==> config.mk <==
export PLATFORM = sky130hd
export DESIGN_NAME = icc_top
export DESIGN_NICKNAME = d
export VERILOG_FILES = /design/src/pkg/icc_pkg.sv /design/src/core/icc_top.sv /design/src/core/icc_fifo.sv
export VERILOG_INCLUDE_DIRS = /design/src /design/src/pkg
export SDC_FILE = /design/constraint.sdc
export NUM_CORES = 1
export LEC_CHECK = 0
export ABC_AREA = 1
export BUFFER_PORTS_ARGS = -buffer_cell sky130_fd_sc_hd__buf_2
export CAP_MARGIN = 10
export CORE_ASPECT_RATIO = 0.7
export CORE_UTILIZATION = 50
export CTS_CLUSTER_SIZE = 8
export DETAILED_ROUTE_END_ITERATION = 10
export PLACE_DENSITY = 0.76
export SYNTH_ARGS = -nofsm -noshare
export SYNTH_HDL_FRONTEND = slang
export SYNTH_SLANG_ARGS = --single-unit
export TNS_END_PERCENT = 30
==> constraint.sdc <==
create_clock -name CORE_CLK_I -period 4.9 [get_ports CORE_CLK_I]
set_input_delay 0.245 -clock CORE_CLK_I [delete_from_list [all_inputs] [get_ports CORE_CLK_I]]
set_output_delay 0.245 -clock CORE_CLK_I [all_outputs]
set_load 0.02 [all_outputs]
==> src/pkg/icc_params.svh <==
// Register offsets, field positions, reset values and codes of the capture channel
`ifndef ICC_PARAMS_SVH
`define ICC_PARAMS_SVH

// ----------------------------------------------------------------
// Register map (word offsets on the plain port)
// ----------------------------------------------------------------
`define ICC_ADDR_W        4
`define ICC_OFF_CTRL      4'h0
`define ICC_OFF_BUF       4'h1
`define ICC_OFF_IRQ_STAT  4'h2
`define ICC_OFF_IRQ_MASK  4'h3
`define ICC_OFF_TIMEBASE  4'h4

// ----------------------------------------------------------------
// Control register fields
// ----------------------------------------------------------------
`define ICC_BIT_IDLE_STOP 13
`define ICC_TSEL_HI       12
`define ICC_TSEL_LO       10
`define ICC_CPI_HI        6
`define ICC_CPI_LO        5
`define ICC_BIT_OVF       4
`define ICC_BIT_BNE       3
`define ICC_MODE_HI       2
`define ICC_MODE_LO       0
`define ICC_CTRL_WMASK    16'h3C67
`define ICC_CTRL_RESET    16'h0000

// ----------------------------------------------------------------
// Interrupt status bits
// ----------------------------------------------------------------
`define ICC_IRQ_CAPT      0
`define ICC_IRQ_OVF       1
`define ICC_IRQ_WAKE      2
`define ICC_IRQ_W         3

// ----------------------------------------------------------------
// Prescaler counts
// ----------------------------------------------------------------
`define ICC_PRE4_LAST     4'h3
`define ICC_PRE16_LAST    4'hF

`endif

==> src/pkg/icc_pkg.sv <==
// Types of the capture channel
package icc_pkg;

  typedef enum logic [2:0] {
    ICC_MODE_OFF   = 3'b000,
    ICC_MODE_BOTH  = 3'b001,
    ICC_MODE_FALL  = 3'b010,
    ICC_MODE_RISE  = 3'b011,
    ICC_MODE_PRE4  = 3'b100,
    ICC_MODE_PRE16 = 3'b101,
    ICC_MODE_UNUSED = 3'b110,
    ICC_MODE_WAKE  = 3'b111
  } icc_mode_t;

  typedef enum logic [2:0] {
    ICC_TB_TMR3  = 3'b000,
    ICC_TB_TMR2  = 3'b001,
    ICC_TB_TMR4  = 3'b010,
    ICC_TB_TMR5  = 3'b011,
    ICC_TB_TMR1  = 3'b100,
    ICC_TB_RES5  = 3'b101,
    ICC_TB_RES6  = 3'b110,
    ICC_TB_PCLK  = 3'b111
  } icc_tsel_t;

endpackage

==> src/core/icc_top.sv <==
// Input capture channel: control register, edge logic, buffer, interrupt
`timescale 1ns/1ps
`include "icc_params.svh"

module icc_top #(
  parameter int TB_W  = 16,
  parameter int DEPTH = 4
) (
  // Clock and reset
  input  wire logic            CORE_CLK_I,
  input  wire logic            RST_B_I,
  // Register port
  input  wire logic [`ICC_ADDR_W-1:0] REG_ADDR_I,
  input  wire logic [15:0]     REG_WDATA_I,
  input  wire logic            REG_WR_I,
  input  wire logic            REG_RD_I,
  output logic [15:0]          REG_RDATA_O,
  // Capture pin and processor power state
  input  wire logic            CAPT_PIN_I,
  input  wire logic            CPU_IDLE_I,
  input  wire logic            CPU_SLEEP_I,
  // Time-base values
  input  wire logic [TB_W-1:0] TMR1_VAL_I,
  input  wire logic [TB_W-1:0] TMR2_VAL_I,
  input  wire logic [TB_W-1:0] TMR3_VAL_I,
  input  wire logic [TB_W-1:0] TMR4_VAL_I,
  input  wire logic [TB_W-1:0] TMR5_VAL_I,
  input  wire logic [TB_W-1:0] PCLK_VAL_I,
  // Interrupt
  output logic                 IRQ_O
);

  // ----------------------------------------------------------------
  // Register state
  // ----------------------------------------------------------------
  logic [15:0]            ctrl_reg;
  logic [`ICC_IRQ_W-1:0]  irq_stat_reg;
  logic [`ICC_IRQ_W-1:0]  irq_mask_reg;
  logic                   ovf_reg;
  logic [15:0]            rdata_reg;
  logic                   irq_reg;
  logic                   pin_d_reg;
  logic [3:0]             pre_cnt_reg;
  logic [1:0]             cpi_cnt_reg;

  wire icc_pkg::icc_mode_t mode;
  wire icc_pkg::icc_tsel_t tsel;
  wire [1:0]              cpi;
  wire                    idle_stop;

  assign mode      = icc_pkg::icc_mode_t'(ctrl_reg[`ICC_MODE_HI:`ICC_MODE_LO]);
  assign tsel      = icc_pkg::icc_tsel_t'(ctrl_reg[`ICC_TSEL_HI:`ICC_TSEL_LO]);
  assign cpi       = ctrl_reg[`ICC_CPI_HI:`ICC_CPI_LO];
  assign idle_stop = ctrl_reg[`ICC_BIT_IDLE_STOP];

  // ----------------------------------------------------------------
  // Register decode
  // ----------------------------------------------------------------
  wire wr_ctrl = REG_WR_I & (REG_ADDR_I == `ICC_OFF_CTRL);
  wire wr_stat = REG_WR_I & (REG_ADDR_I == `ICC_OFF_IRQ_STAT);
  wire wr_mask = REG_WR_I & (REG_ADDR_I == `ICC_OFF_IRQ_MASK);
  wire rd_buf  = REG_RD_I & (REG_ADDR_I == `ICC_OFF_BUF);

  // ----------------------------------------------------------------
  // Time-base selection
  // ----------------------------------------------------------------
  logic [TB_W-1:0] tb_value;
  logic            tb_valid;

  // Reserved codes give no source, so captures are suppressed
  always_comb begin
    tb_value = '0;
    tb_valid = 1'b1;
    unique case (tsel)
      icc_pkg::ICC_TB_PCLK: tb_value = PCLK_VAL_I;
      icc_pkg::ICC_TB_RES5,
      icc_pkg::ICC_TB_RES6: tb_valid = 1'b0;
      icc_pkg::ICC_TB_TMR3: tb_value = TMR3_VAL_I;
      icc_pkg::ICC_TB_TMR2: tb_value = TMR2_VAL_I;
      icc_pkg::ICC_TB_TMR4: tb_value = TMR4_VAL_I;
      icc_pkg::ICC_TB_TMR5: tb_value = TMR5_VAL_I;
      // Timer one value is taken synchronous to the core clock only
      icc_pkg::ICC_TB_TMR1: tb_value = TMR1_VAL_I;
    endcase
  end

  // ----------------------------------------------------------------
  // Edge detection and prescaler
  // ----------------------------------------------------------------
  wire rise = CAPT_PIN_I & ~pin_d_reg;
  wire fall = ~CAPT_PIN_I & pin_d_reg;

  wire halted  = idle_stop & CPU_IDLE_I;
  wire cap_on  = (mode != icc_pkg::ICC_MODE_OFF) &&
                 (mode != icc_pkg::ICC_MODE_UNUSED) &&
                 (mode != icc_pkg::ICC_MODE_WAKE);
  wire run     = cap_on & ~halted & tb_valid;

  wire pre4_hit  = rise & (pre_cnt_reg[1:0] == 2'(`ICC_PRE4_LAST));
  wire pre16_hit = rise & (pre_cnt_reg == `ICC_PRE16_LAST);

  logic edge_hit;
  always_comb begin
    edge_hit = 1'b0;
    unique case (mode)
      icc_pkg::ICC_MODE_BOTH:  edge_hit = rise | fall;
      icc_pkg::ICC_MODE_FALL:  edge_hit = fall;
      icc_pkg::ICC_MODE_RISE:  edge_hit = rise;
      icc_pkg::ICC_MODE_PRE4:  edge_hit = pre4_hit;
      icc_pkg::ICC_MODE_PRE16: edge_hit = pre16_hit;
      icc_pkg::ICC_MODE_OFF,
      icc_pkg::ICC_MODE_UNUSED,
      icc_pkg::ICC_MODE_WAKE:  edge_hit = 1'b0;
    endcase
  end

  wire capture = run & edge_hit;
  // Wake pin works only in sleep or idle, ignoring other settings
  wire wake_ev = (mode == icc_pkg::ICC_MODE_WAKE) & rise &
                 (CPU_SLEEP_I | CPU_IDLE_I);

  wire pre_mode = (mode == icc_pkg::ICC_MODE_PRE4) ||
                  (mode == icc_pkg::ICC_MODE_PRE16);
  logic [3:0] pre_cnt_next;
  assign pre_cnt_next = !pre_mode ? 4'h0 :
                        (run & rise) ? pre_cnt_reg + 4'h1 : pre_cnt_reg;

  // ----------------------------------------------------------------
  // Capture buffer
  // ----------------------------------------------------------------
  wire             fifo_ready;
  wire             fifo_valid;
  wire [TB_W-1:0]  fifo_data;
  // Buffer is flushed when the channel is turned off
  wire             flush = ~cap_on;

  icc_fifo #(
    .WIDTH (TB_W),
    .DEPTH (DEPTH)
  ) u_fifo (
    .clk_i        (CORE_CLK_I),
    .rst_b_i      (RST_B_I),
    .push_valid_i (capture),
    .push_ready_o (fifo_ready),
    .push_data_i  (tb_value),
    .pop_valid_o  (fifo_valid),
    .pop_ready_i  (rd_buf),
    .pop_data_o   (fifo_data),
    .flush_i      (flush)
  );

  wire ovf_set   = capture & ~fifo_ready;
  wire ovf_next  = ovf_set ? 1'b1 :
                   (~fifo_valid | flush) ? 1'b0 : ovf_reg;

  // ----------------------------------------------------------------
  // Captures per interrupt
  // ----------------------------------------------------------------
  wire        cpi_used = (mode != icc_pkg::ICC_MODE_BOTH);
  wire        cpi_done = ~cpi_used | (cpi_cnt_reg == cpi);
  wire        capt_irq = capture & cpi_done;
  logic [1:0] cpi_cnt_next;
  assign cpi_cnt_next = !cap_on ? 2'h0 :
                        !capture ? cpi_cnt_reg :
                        cpi_done ? 2'h0 : cpi_cnt_reg + 2'h1;

  // ----------------------------------------------------------------
  // Interrupt status
  // ----------------------------------------------------------------
  wire [`ICC_IRQ_W-1:0] irq_ev = {wake_ev, ovf_set, capt_irq};
  wire [`ICC_IRQ_W-1:0] irq_clr = wr_stat ? REG_WDATA_I[`ICC_IRQ_W-1:0]
                                          : '0;
  // Set wins over a simultaneous write-one clear
  wire [`ICC_IRQ_W-1:0] irq_stat_next = (irq_stat_reg & ~irq_clr) | irq_ev;
  wire                  irq_next = |(irq_stat_next & irq_mask_reg);

  // ----------------------------------------------------------------
  // Read data
  // ----------------------------------------------------------------
  wire [15:0] ctrl_view = (ctrl_reg & `ICC_CTRL_WMASK) |
                          (16'(ovf_reg)    << `ICC_BIT_OVF) |
                          (16'(fifo_valid) << `ICC_BIT_BNE);
  logic [15:0] rdata_next;
  always_comb begin
    rdata_next = 16'h0000;
    if (REG_RD_I) begin
      unique case (REG_ADDR_I)
        `ICC_OFF_CTRL:     rdata_next = ctrl_view;
        `ICC_OFF_BUF:      rdata_next = fifo_valid ? 16'(fifo_data) : 16'h0;
        `ICC_OFF_IRQ_STAT: rdata_next = 16'(irq_stat_reg);
        `ICC_OFF_IRQ_MASK: rdata_next = 16'(irq_mask_reg);
        `ICC_OFF_TIMEBASE: rdata_next = 16'(tb_value);
        default:           rdata_next = 16'h0000;
      endcase
    end
  end

  // ----------------------------------------------------------------
  // Registers
  // ----------------------------------------------------------------
  always_ff @(posedge CORE_CLK_I or negedge RST_B_I) begin
    if (!RST_B_I) begin
      ctrl_reg     <= `ICC_CTRL_RESET;
      irq_mask_reg <= '0;
      irq_stat_reg <= '0;
    end else begin
      // Status bits are never stored from a write
      if (wr_ctrl) begin
        ctrl_reg <= REG_WDATA_I & `ICC_CTRL_WMASK;
      end
      if (wr_mask) begin
        irq_mask_reg <= REG_WDATA_I[`ICC_IRQ_W-1:0];
      end
      irq_stat_reg <= irq_stat_next;
    end
  end

  always_ff @(posedge CORE_CLK_I or negedge RST_B_I) begin
    if (!RST_B_I) begin
      pin_d_reg   <= 1'b0;
      pre_cnt_reg <= 4'h0;
      cpi_cnt_reg <= 2'h0;
      ovf_reg     <= 1'b0;
      rdata_reg   <= 16'h0000;
      irq_reg     <= 1'b0;
    end else begin
      pin_d_reg   <= CAPT_PIN_I;
      pre_cnt_reg <= pre_cnt_next;
      cpi_cnt_reg <= cpi_cnt_next;
      ovf_reg     <= ovf_next;
      rdata_reg   <= rdata_next;
      irq_reg     <= irq_next;
    end
  end

  assign REG_RDATA_O = rdata_reg;
  assign IRQ_O       = irq_reg;

  // ----------------------------------------------------------------
  // Checks
  // ----------------------------------------------------------------
  chk_idle_halt_push: assert property (@(posedge CORE_CLK_I)
    disable iff (!RST_B_I) halted |-> !capture)
    else $error("capture while halted in idle");

  chk_tsel_pclk: assert property (@(posedge CORE_CLK_I)
    disable iff (!RST_B_I) (tsel == icc_pkg::ICC_TB_PCLK)
      |-> tb_value == PCLK_VAL_I)
    else $error("peripheral clock not selected");

  chk_tsel_reserved: assert property (@(posedge CORE_CLK_I)
    disable iff (!RST_B_I) (tsel == icc_pkg::ICC_TB_RES5 ||
      tsel == icc_pkg::ICC_TB_RES6) |-> !capture)
    else $error("capture from a reserved time base");

  chk_tsel_timer3: assert property (@(posedge CORE_CLK_I)
    disable iff (!RST_B_I) (tsel == icc_pkg::ICC_TB_TMR3)
      |-> tb_value == TMR3_VAL_I)
    else $error("timer three not selected");

  chk_tsel_timer1: assert property (@(posedge CORE_CLK_I)
    disable iff (!RST_B_I) (tsel == icc_pkg::ICC_TB_TMR1)
      |-> tb_value == TMR1_VAL_I)
    else $error("timer one not selected");

  chk_cpi_irq_count: assert property (@(posedge CORE_CLK_I)
    disable iff (!RST_B_I) capt_irq && cpi_used
      |-> cpi_cnt_reg == cpi)
    else $error("interrupt at wrong capture count");

  chk_edge_mode_irq: assert property (@(posedge CORE_CLK_I)
    disable iff (!RST_B_I) capture && !cpi_used |-> capt_irq)
    else $error("edge mode capture without interrupt");

  chk_ovf_set_hold: assert property (@(posedge CORE_CLK_I)
    disable iff (!RST_B_I) ovf_set |=> ovf_reg)
    else $error("overflow flag not set");

  chk_ovf_hw_clear: assert property (@(posedge CORE_CLK_I)
    disable iff (!RST_B_I) !fifo_valid && !ovf_set |=> !ovf_reg)
    else $error("overflow flag kept with empty buffer");

  chk_bne_follows: assert property (@(posedge CORE_CLK_I)
    disable iff (!RST_B_I) REG_RD_I && REG_ADDR_I == `ICC_OFF_CTRL
      |=> REG_RDATA_O[`ICC_BIT_BNE] == $past(fifo_valid))
    else $error("not-empty flag wrong");

  // Flush lands one edge after the channel goes off
  chk_off_no_capture: assert property (@(posedge CORE_CLK_I)
    disable iff (!RST_B_I) !cap_on |-> !capture ##1 !fifo_valid)
    else $error("capture while disabled");

  chk_both_edges: assert property (@(posedge CORE_CLK_I)
    disable iff (!RST_B_I) mode == icc_pkg::ICC_MODE_BOTH && run &&
      $changed(CAPT_PIN_I) |-> capture)
    else $error("edge mode missed a pin change");

  chk_fall_only: assert property (@(posedge CORE_CLK_I)
    disable iff (!RST_B_I) mode == icc_pkg::ICC_MODE_FALL && capture
      |-> $fell(CAPT_PIN_I))
    else $error("falling mode took non-falling edge");

  chk_rise_only: assert property (@(posedge CORE_CLK_I)
    disable iff (!RST_B_I) mode == icc_pkg::ICC_MODE_RISE && capture
      |-> $rose(CAPT_PIN_I))
    else $error("rising mode took non-rising edge");

  chk_pre4_spacing: assert property (@(posedge CORE_CLK_I)
    disable iff (!RST_B_I) capture && mode == icc_pkg::ICC_MODE_PRE4
      |=> pre_cnt_reg[1:0] == 2'h0)
    else $error("fourth-edge prescaler misaligned");

  chk_pre16_spacing: assert property (@(posedge CORE_CLK_I)
    disable iff (!RST_B_I) capture && mode == icc_pkg::ICC_MODE_PRE16
      |=> pre_cnt_reg == 4'h0)
    else $error("sixteenth-edge prescaler misaligned");

  chk_wake_no_push: assert property (@(posedge CORE_CLK_I)
    disable iff (!RST_B_I) mode == icc_pkg::ICC_MODE_WAKE
      |-> !capture)
    else $error("wake mode stored a capture");

  chk_wake_status: assert property (@(posedge CORE_CLK_I)
    disable iff (!RST_B_I) mode == icc_pkg::ICC_MODE_WAKE &&
      $rose(CAPT_PIN_I) && (CPU_SLEEP_I || CPU_IDLE_I)
      |=> irq_stat_reg[`ICC_IRQ_WAKE])
    else $error("wake edge did not set status");

  chk_capture_push: assert property (@(posedge CORE_CLK_I)
    disable iff (!RST_B_I) capture && fifo_ready |=> fifo_valid)
    else $error("accepted capture not buffered");

  chk_drop_on_full: assert property (@(posedge CORE_CLK_I)
    disable iff (!RST_B_I) ovf_set |-> !fifo_ready)
    else $error("overflow without full buffer");

endmodule

==> src/core/icc_fifo.sv <==
// Small capture buffer held in flip-flops
`timescale 1ns/1ps
`include "icc_params.svh"

module icc_fifo #(
  parameter int WIDTH = 16,
  parameter int DEPTH = 4
) (
  // Clock and reset
  input  wire logic             clk_i,
  input  wire logic             rst_b_i,
  // Filling side
  input  wire logic             push_valid_i,
  output logic                  push_ready_o,
  input  wire logic [WIDTH-1:0] push_data_i,
  // Draining side
  output logic                  pop_valid_o,
  input  wire logic             pop_ready_i,
  output logic [WIDTH-1:0]      pop_data_o,
  // Flush
  input  wire logic             flush_i
);

  localparam int PW = $clog2(DEPTH);

  logic [WIDTH-1:0] mem_reg [DEPTH];
  logic [PW-1:0]    wr_ptr_reg;
  logic [PW-1:0]    rd_ptr_reg;
  logic [PW:0]      count_reg;
  wire              do_push;
  wire              do_pop;

  assign push_ready_o = (count_reg != (PW+1)'(DEPTH));
  assign pop_valid_o  = (count_reg != '0);
  assign pop_data_o   = mem_reg[rd_ptr_reg];
  assign do_push      = push_valid_i & push_ready_o & ~flush_i;
  assign do_pop       = pop_valid_o & pop_ready_i & ~flush_i;

  // Storage carries no reset; only the pointers and the count need a defined value
  always_ff @(posedge clk_i) begin
    if (do_push) begin
      mem_reg[wr_ptr_reg] <= push_data_i;
    end
  end

  always_ff @(posedge clk_i or negedge rst_b_i) begin
    if (!rst_b_i) begin
      wr_ptr_reg <= '0;
      rd_ptr_reg <= '0;
      count_reg  <= '0;
    end else if (flush_i) begin
      wr_ptr_reg <= '0;
      rd_ptr_reg <= '0;
      count_reg  <= '0;
    end else begin
      if (do_push) begin
        wr_ptr_reg <= (wr_ptr_reg == PW'(DEPTH-1)) ? '0 : wr_ptr_reg + 1'b1;
      end
      if (do_pop) begin
        rd_ptr_reg <= (rd_ptr_reg == PW'(DEPTH-1)) ? '0 : rd_ptr_reg + 1'b1;
      end
      count_reg <= count_reg + {{PW{1'b0}}, do_push} - {{PW{1'b0}}, do_pop};
    end
  end

endmodule

==> results of run 1 <==
[cell usage after synthesis]
cell type / instances
a21oi_1: 44
a22oi_1: 5
a31oi_1: 3
buf_2: 9
clkbuf_1: 10
clkinv_1: 2
dfrtp_1: 47
edfxtp_1: 64
fa_1: 1
ha_1: 10
inv_1: 45
inv_2: 4
mux2_2: 3
nand2_1: 187
nand2_2: 1
nand3_1: 31
nand3_2: 1
nand4_1: 3
nor2_1: 58
nor2_2: 4
nor2_4: 2
nor3_1: 4
nor3_2: 1
o211ai_1: 3
o21ai_0: 50
o22ai_1: 8
o31ai_1: 3
or2_2: 2
xnor2_1: 4
xor2_1: 3
[cell type report]
cell class	count	area, um2	area share, %
Sequential cell	111	3100	47.5
Multi-Input combinational cell	431	2080	31.8
Timing Repair Buffer	136	691	10.6
Clock buffer	10	250	3.84
Inverter	51	191	2.93
Tap cell	132	165	2.53
Clock inverter	6	47.5	0.729
Antenna cell	1	2.50	0.0384
[through the flow]
stage	hold WS, ns	util [%]
finish	0.0317	62.3
global placement	0.384	59.4
CTS	0.0240	62.3
detailed placement	0.387	59.4
global route	0.0302	62.3
floorplan	-0.0506	-
[power by group]
group / leakage (nW) / internal [W] / total [W] / switching, W
Combinational: 1.65 / 0.000137 / 0.000450 / 0.000313
Clock: 0.147 / 0.000383 / 0.000732 / 0.000349
Sequential: 1.21 / 0.00109 / 0.00113 / 0.0000404
Total: 3.01 / 0.00161 / 0.00232 / 0.000702
[layout by cell type, fill, tap and decap left out, drive strengths merged]
cell and n:
nand2 188, fa 1, o211ai 3, o22ai 8, nor2 64, o31ai 3
nor3 5, a31oi 3, a22oi 5, mux2 3, ha 10, inv 53
or2 2, edfxtp 64, dfrtp 47, diode 1, buf 136, xnor2 4
xor2 3, clkbuf 10, o21ai 50, nand4 3, clkinvlp 1, nand3 32
clkinv 3, a21oi 44
[path summary, 6_finish.rpt]
path                                 startpoint                    end  slack [ns]  depth (start not counted)
worst max-delay path               ctrl_reg[10]  u_fifo.mem_reg[3][13]        2.18                          9
worst min-delay path                 CAPT_PIN_I              pin_d_reg        0.03                          1
worst max register to register     ctrl_reg[10]  u_fifo.mem_reg[3][13]        2.18                          9
worst min register to register  irq_mask_reg[0]                  IRQ_O        0.53                          2
max in group asynchronous               RST_B_I        REG_RDATA_O[10]        4.17                          1
min in group asynchronous               RST_B_I         pre_cnt_reg[0]        0.08                          1
[per-layer routing]
layer / track usage, % / vias up / part of all wire, %
met1: 35.6 / 2234 / 42
met4: 10.1 / 0 / 2.1
met5: 0 / - / 0
met3: 8.74 / 31 / 9.0
met2: 44.8 / 253 / 46
li1: - / 2296 / -
[critical path: stages (launching register included)]
cell and delay (ns):
dfrtp_1 0.38, inv_1 0.15, nand2_1 0.16, nand3_1 0.21, nand3_1 0.15, nor2_2 0.15, nand2_2 0.11, nor2_4 0.14
inv_2 0.10, nor2_2 0.77
[cells by family after synthesis]
group | synth area share, %
flops | 57.0
fa+ha+maj | 2.67
xor+xnor | 1.13
simple gates | 22.1
mux | 0.622
buf+inv | 5.04
compound gates | 11.4
==> impl_metrics.csv, run 1 <==
group,metric,value,unit
synthesis,netlist.area_leader.share,35.4,%
timing,rsz0062_at_grt,"no",
drt,drt-wirelength-per-cell,17.0,um
timing,drv_slew,0,
die,die_width,127,um
placed_design,dpl_cell_area,0.00622,mm2
setup_path,worstSetupStartpointType,"flip-flop",
final_layout,fin_nets,874,
drt,first_pass_iters,6,
setup_path,critical_path_arrival,2.69,ns
grt,grt_usage,27.7,%
timing,period_needed,2.72,ns
drt,wl,14900,um
status,status,"complete, no violations",
grt,grt_antenna_before_repair,1,
synthesis,ys_warn_count,0,
die,num_rows,31,
placed_design,globalplace.congestion,0.943,
setup_path,criticalPathCategory,"reg2reg",
clock_network,post_cts_buffers,0,
job,maxCapViolations,0,
timing,timing.fmax,0.368,GHz
drt,drt-initial-drc-count,421,
timing,finClkSkew,0.00987,ns
final_layout,fin_area,0.00652,mm2
synthesis,synthesis.nets,746,
drt,viasPerCell,5.48,
die,io_pins,140,
clock_network,clk_path_buf_depth,2,
clock_network,cts_resized,0,
die,dieArea,0.0113,mm2
final_layout,area_growth_syn_to_layout,20.0,%
grt,grt_pass1_wl,23100,um
power_and_ir_drop,p_per_area,355,mW/mm2
setup_path,path_max_fanout,16,
timing,min_period_over_period,55.5,%
synthesis,synthTopCellsByArea,"edfxtp_1, dfrtp_1, nand2_1",
placed_design,port_buffers,132,
drt,drc,0,
clock_network,cts_hold_buf,0,
clock_network,cts_inserted_buffers,9,
drt,vias,4814,
min_path,hold_class,"in2reg",
setup_path,cp-end-kind,"flip-flop",
clock_network,cts_num_sinks,111,
synthesis,netlist_instances,612,
placed_design,hpwl,10800,um
die,start_util,51.9,%
grt,grt_pass1_vias,4533,
clock_network,clk_latency,0.35,ns
drt,antenna_left,0,
timing,setup_violations,0,
power_and_ir_drop,ir_drop,0.000185,V
power_and_ir_drop,power.leakage,3.01,nW
clock_network,htree_levels,3,
die,core-area,0.0105,mm2
die,dieHeight,89.2,um
timing,worst_slack,2.18,ns
clock_network,clk_pin_slew,0.08,ns
final_layout,n_fill_cell,876,
setup_path,required,4.87,ns
clock_network,root_buffer,"clkbuf_16",
synthesis,synth_area_per_cell,8.88,um2
synthesis,ys_ff_latch,111,
timing,worst_pin_slew,1.05,ns
final_layout,largest_reg_flops,64,
synthesis,ys_seq_area_share,57.0,%
synthesis,syn_area,0.00543,mm2
grt,grt_max_degree,48,
synthesis,yosys.cell_types.count,30,
final_layout,finalNonFillerCells,878,
placed_design,dpl_worst_slack,2.19,ns
placed_design,placed_cells,861,
power_and_ir_drop,total_power,0.00232,W
clock_network,cts_tree,"done",
final_layout,drive_above_1_share,23.5,%
timing,slew_headroom,29.9,%
timing,hold_viol,0,
timing,fin_setup_tns,0,ns
synthesis,yosys.area.top_type,"edfxtp_1",
grt,grt-ovfl-total,0,
Power figures use the tool's default switching activity.
==> run 2: changes to the inputs <==
clock period = 2.8 ns   (was 4.9 ns; I/O delays follow)
==> run 2 against run 1 <==
  * The flow now finishes with violations (hold timing)
  * Sequential share of layout area fell by 0.14 points
  * Clock power rose by 64%
  * First-iteration DRC count rose by 14%
  * Combinational power rose by 74%
  * Cell count rose by 0.68%
  * Non-clock buffer count rose by 6
  * Global-route usage fell by 0.54 points
  * Sequential cell count did not move
  * Count of clock-buffer cells in the layout fell by 1
  * Sequential power rose by 75%
  * Critical path type unchanged
  * Clock skew barely moved
==> impl_metrics.csv, run 2 (synthesis gave the netlist of run 1 again) <==
group,metric,value,unit
drt,first_pass_iters,5,
die,dieArea,0.0113,mm2
die,io_pins,140,
final_layout,largest_reg_flops,64,
setup_path,r2r_slack,0.36,ns
placed_design,port_buffers,132,
drt,wl,14600,um
setup_path,path_max_fanout,5,
grt,grt-ovfl-total,0,
drt,met1_length,6310,um
setup_path,crit_family,"simple AND/OR/NAND/NOR gates",
clock_network,clk_path_buf_depth,2,
clock_network,clk_pin_slew,0.07,ns
placed_design,hpwl,10500,um
final_layout,multi_input_area,0.00207,mm2
timing,min_period_over_period,87.2,%
final_layout,layout_commonest_cell,"nand2_1",
timing,setup_violations,0,
drt,viasPerCell,5.36,
die,num_rows,31,
timing,hold_viol,9,
setup_path,slowest_stage,"fa_1",
drt,antenna_left,0,
timing,drv_slew,0,
power_and_ir_drop,power.leakage,3.03,nW
timing,fin_setup_tns,0,ns
clock_network,cts_resized,0,
status,violations,"hold timing",
clock_network,cts_num_sinks,111,
final_layout,fin_nets,880,
status,status,"finished with violations",
drt,drt-wirelength-per-cell,16.5,um
die,core-area,0.0105,mm2
drt,dr_wl_met2,6750,um
placed_design,globalplace.congestion,0.938,
final_layout,seqCellArea,0.00310,mm2
timing,finClkSkew,0.00971,ns
power_and_ir_drop,ir_drop,0.000330,V
drt,drc,0,
grt,grt_usage,27.2,%
clock_network,htree_levels,3,
final_layout,fin_area,0.00654,mm2
job,maxCapViolations,0,
setup_path,criticalPathCategory,"reg2reg",
clock_network,root_buffer,"clkbuf_16",
timing,period_needed,2.44,ns
die,die_width,127,um
timing,timing.fmax,0.410,GHz
clock_network,clk_latency,0.35,ns
clock_network,cts_inserted_buffers,9,
setup_path,cp-end-kind,"flip-flop",
setup_path,worstSetupStartpointType,"flip-flop",
setup_path,crit_buf_inv,2,
timing,hold_slack,-0.0149,ns
drt,wl_met3,1370,um
setup_path,cpPeakStageDelay,0.41,ns
setup_path,required,3.03,ns
drt,top_layer,"met4",
min_path,hold_class,"in2async",
drt,vias,4742,
die,dieHeight,89.2,um
final_layout,utilization,62.5,%
final_layout,drive_above_1_share,23.3,%
timing,worst_pin_slew,1.07,ns
grt,grt_pass1_vias,4505,
placed_design,dpl_cell_area,0.00625,mm2
setup_path,critical_path_arrival,2.67,ns
final_layout,n_fill_cell,894,
die,start_util,51.9,%
grt,grt_antenna_before_repair,1,
grt,grt_pass1_wl,22500,um
clock_network,cts_tree,"done",
final_layout,final_cell_mix,"nand2_1, buf_2, edfxtp_1",
timing,slew_headroom,28.5,%
power_and_ir_drop,p_per_area,606,mW/mm2
setup_path,worstPathCellList,"inv_1, nand2_1, nand3_1, nand3_1, nor2_2, nand2_2, nor2_4, ha_1, inv_1, fa_1, xor2_1, nor2_1",
grt,grt_max_degree,48,
timing,rsz0062_at_grt,"no",
drt,drt-initial-drc-count,480,
final_layout,area_growth_syn_to_layout,20.4,%
==> run 2: changes by cell type in the layout (fill, tap and decap cells not counted), sizes merged <==
cell / previous run / this run
buf: 136 / 141
clkbuf: 10 / 9
clkinv: 3 / 4
clkinvlp: 1 / 2
dlygate4sd3: 0 / 1
inv: 53 / 52
==> run 2: metrics by stage <==
| stage | setup WS [ns] | hold slack (ns) | total power [W] | std cells |
|---|---|---|---|---|
| 3_3_place_gp | 0.525 | 0.280 | 0.00275 | 866 |
| 6_report | 0.359 | -0.0149 | 0.00397 | 884 |
| 2_1_floorplan | 0.428 | -0.156 | 0.00248 | 612 |
| 4_1_cts | 0.374 | 0.0187 | 0.00397 | 883 |
| 5_1_grt | 0.181 | 0.0227 | 0.00415 | 884 |
| 3_5_place_dp | 0.419 | 0.285 | 0.00278 | 866 |
==> run 2: layout make-up <==
class                      instances  share of cell area, %
sequential                       111                   47.4
multi-input combinational        431                   31.6
timing repair buffer             142                   11.3
clock buffer                       9                   3.44
inverter                          51                   2.93
tap                              132                   2.52
clock inverter                     7                  0.822
antenna                            1                 0.0383
==> run 2: power by group <==
part           switching, W  total [W]  internal, W  leakage (nW)
Sequential        0.0000718    0.00198      0.00191          1.21
Combinational      0.000537   0.000781     0.000244          1.69
Clock              0.000590    0.00120     0.000612         0.130
==> run 2: final timing paths <==
kind                                             to             from  depth (start not counted)
worst min-delay path                 pre_cnt_reg[3]          RST_B_I                          1
min in group CORE_CLK_I                 ctrl_reg[5]   REG_WDATA_I[5]                          2
worst min register to register                IRQ_O  irq_mask_reg[0]                          2
max in group asynchronous           REG_RDATA_O[11]          RST_B_I                          1
worst max-delay path            u_fifo.count_reg[2]     ctrl_reg[10]                         12
worst max register to register  u_fifo.count_reg[2]     ctrl_reg[10]                         12
==> run 2: repair_timing <==
item                      CTS  global route
buffers inserted            0             0
hold endpoints to repair    1             0
hold buffers                1             0
==> run 2: routing by layer <==
layer / vias to the layer above / GRT usage, %
li1: 2305 / -
met1: 2203 / 36.4
met2: 217 / 44.6
met3: 17 / 6.22
met4: 0 / 8.76
met5: - / 0
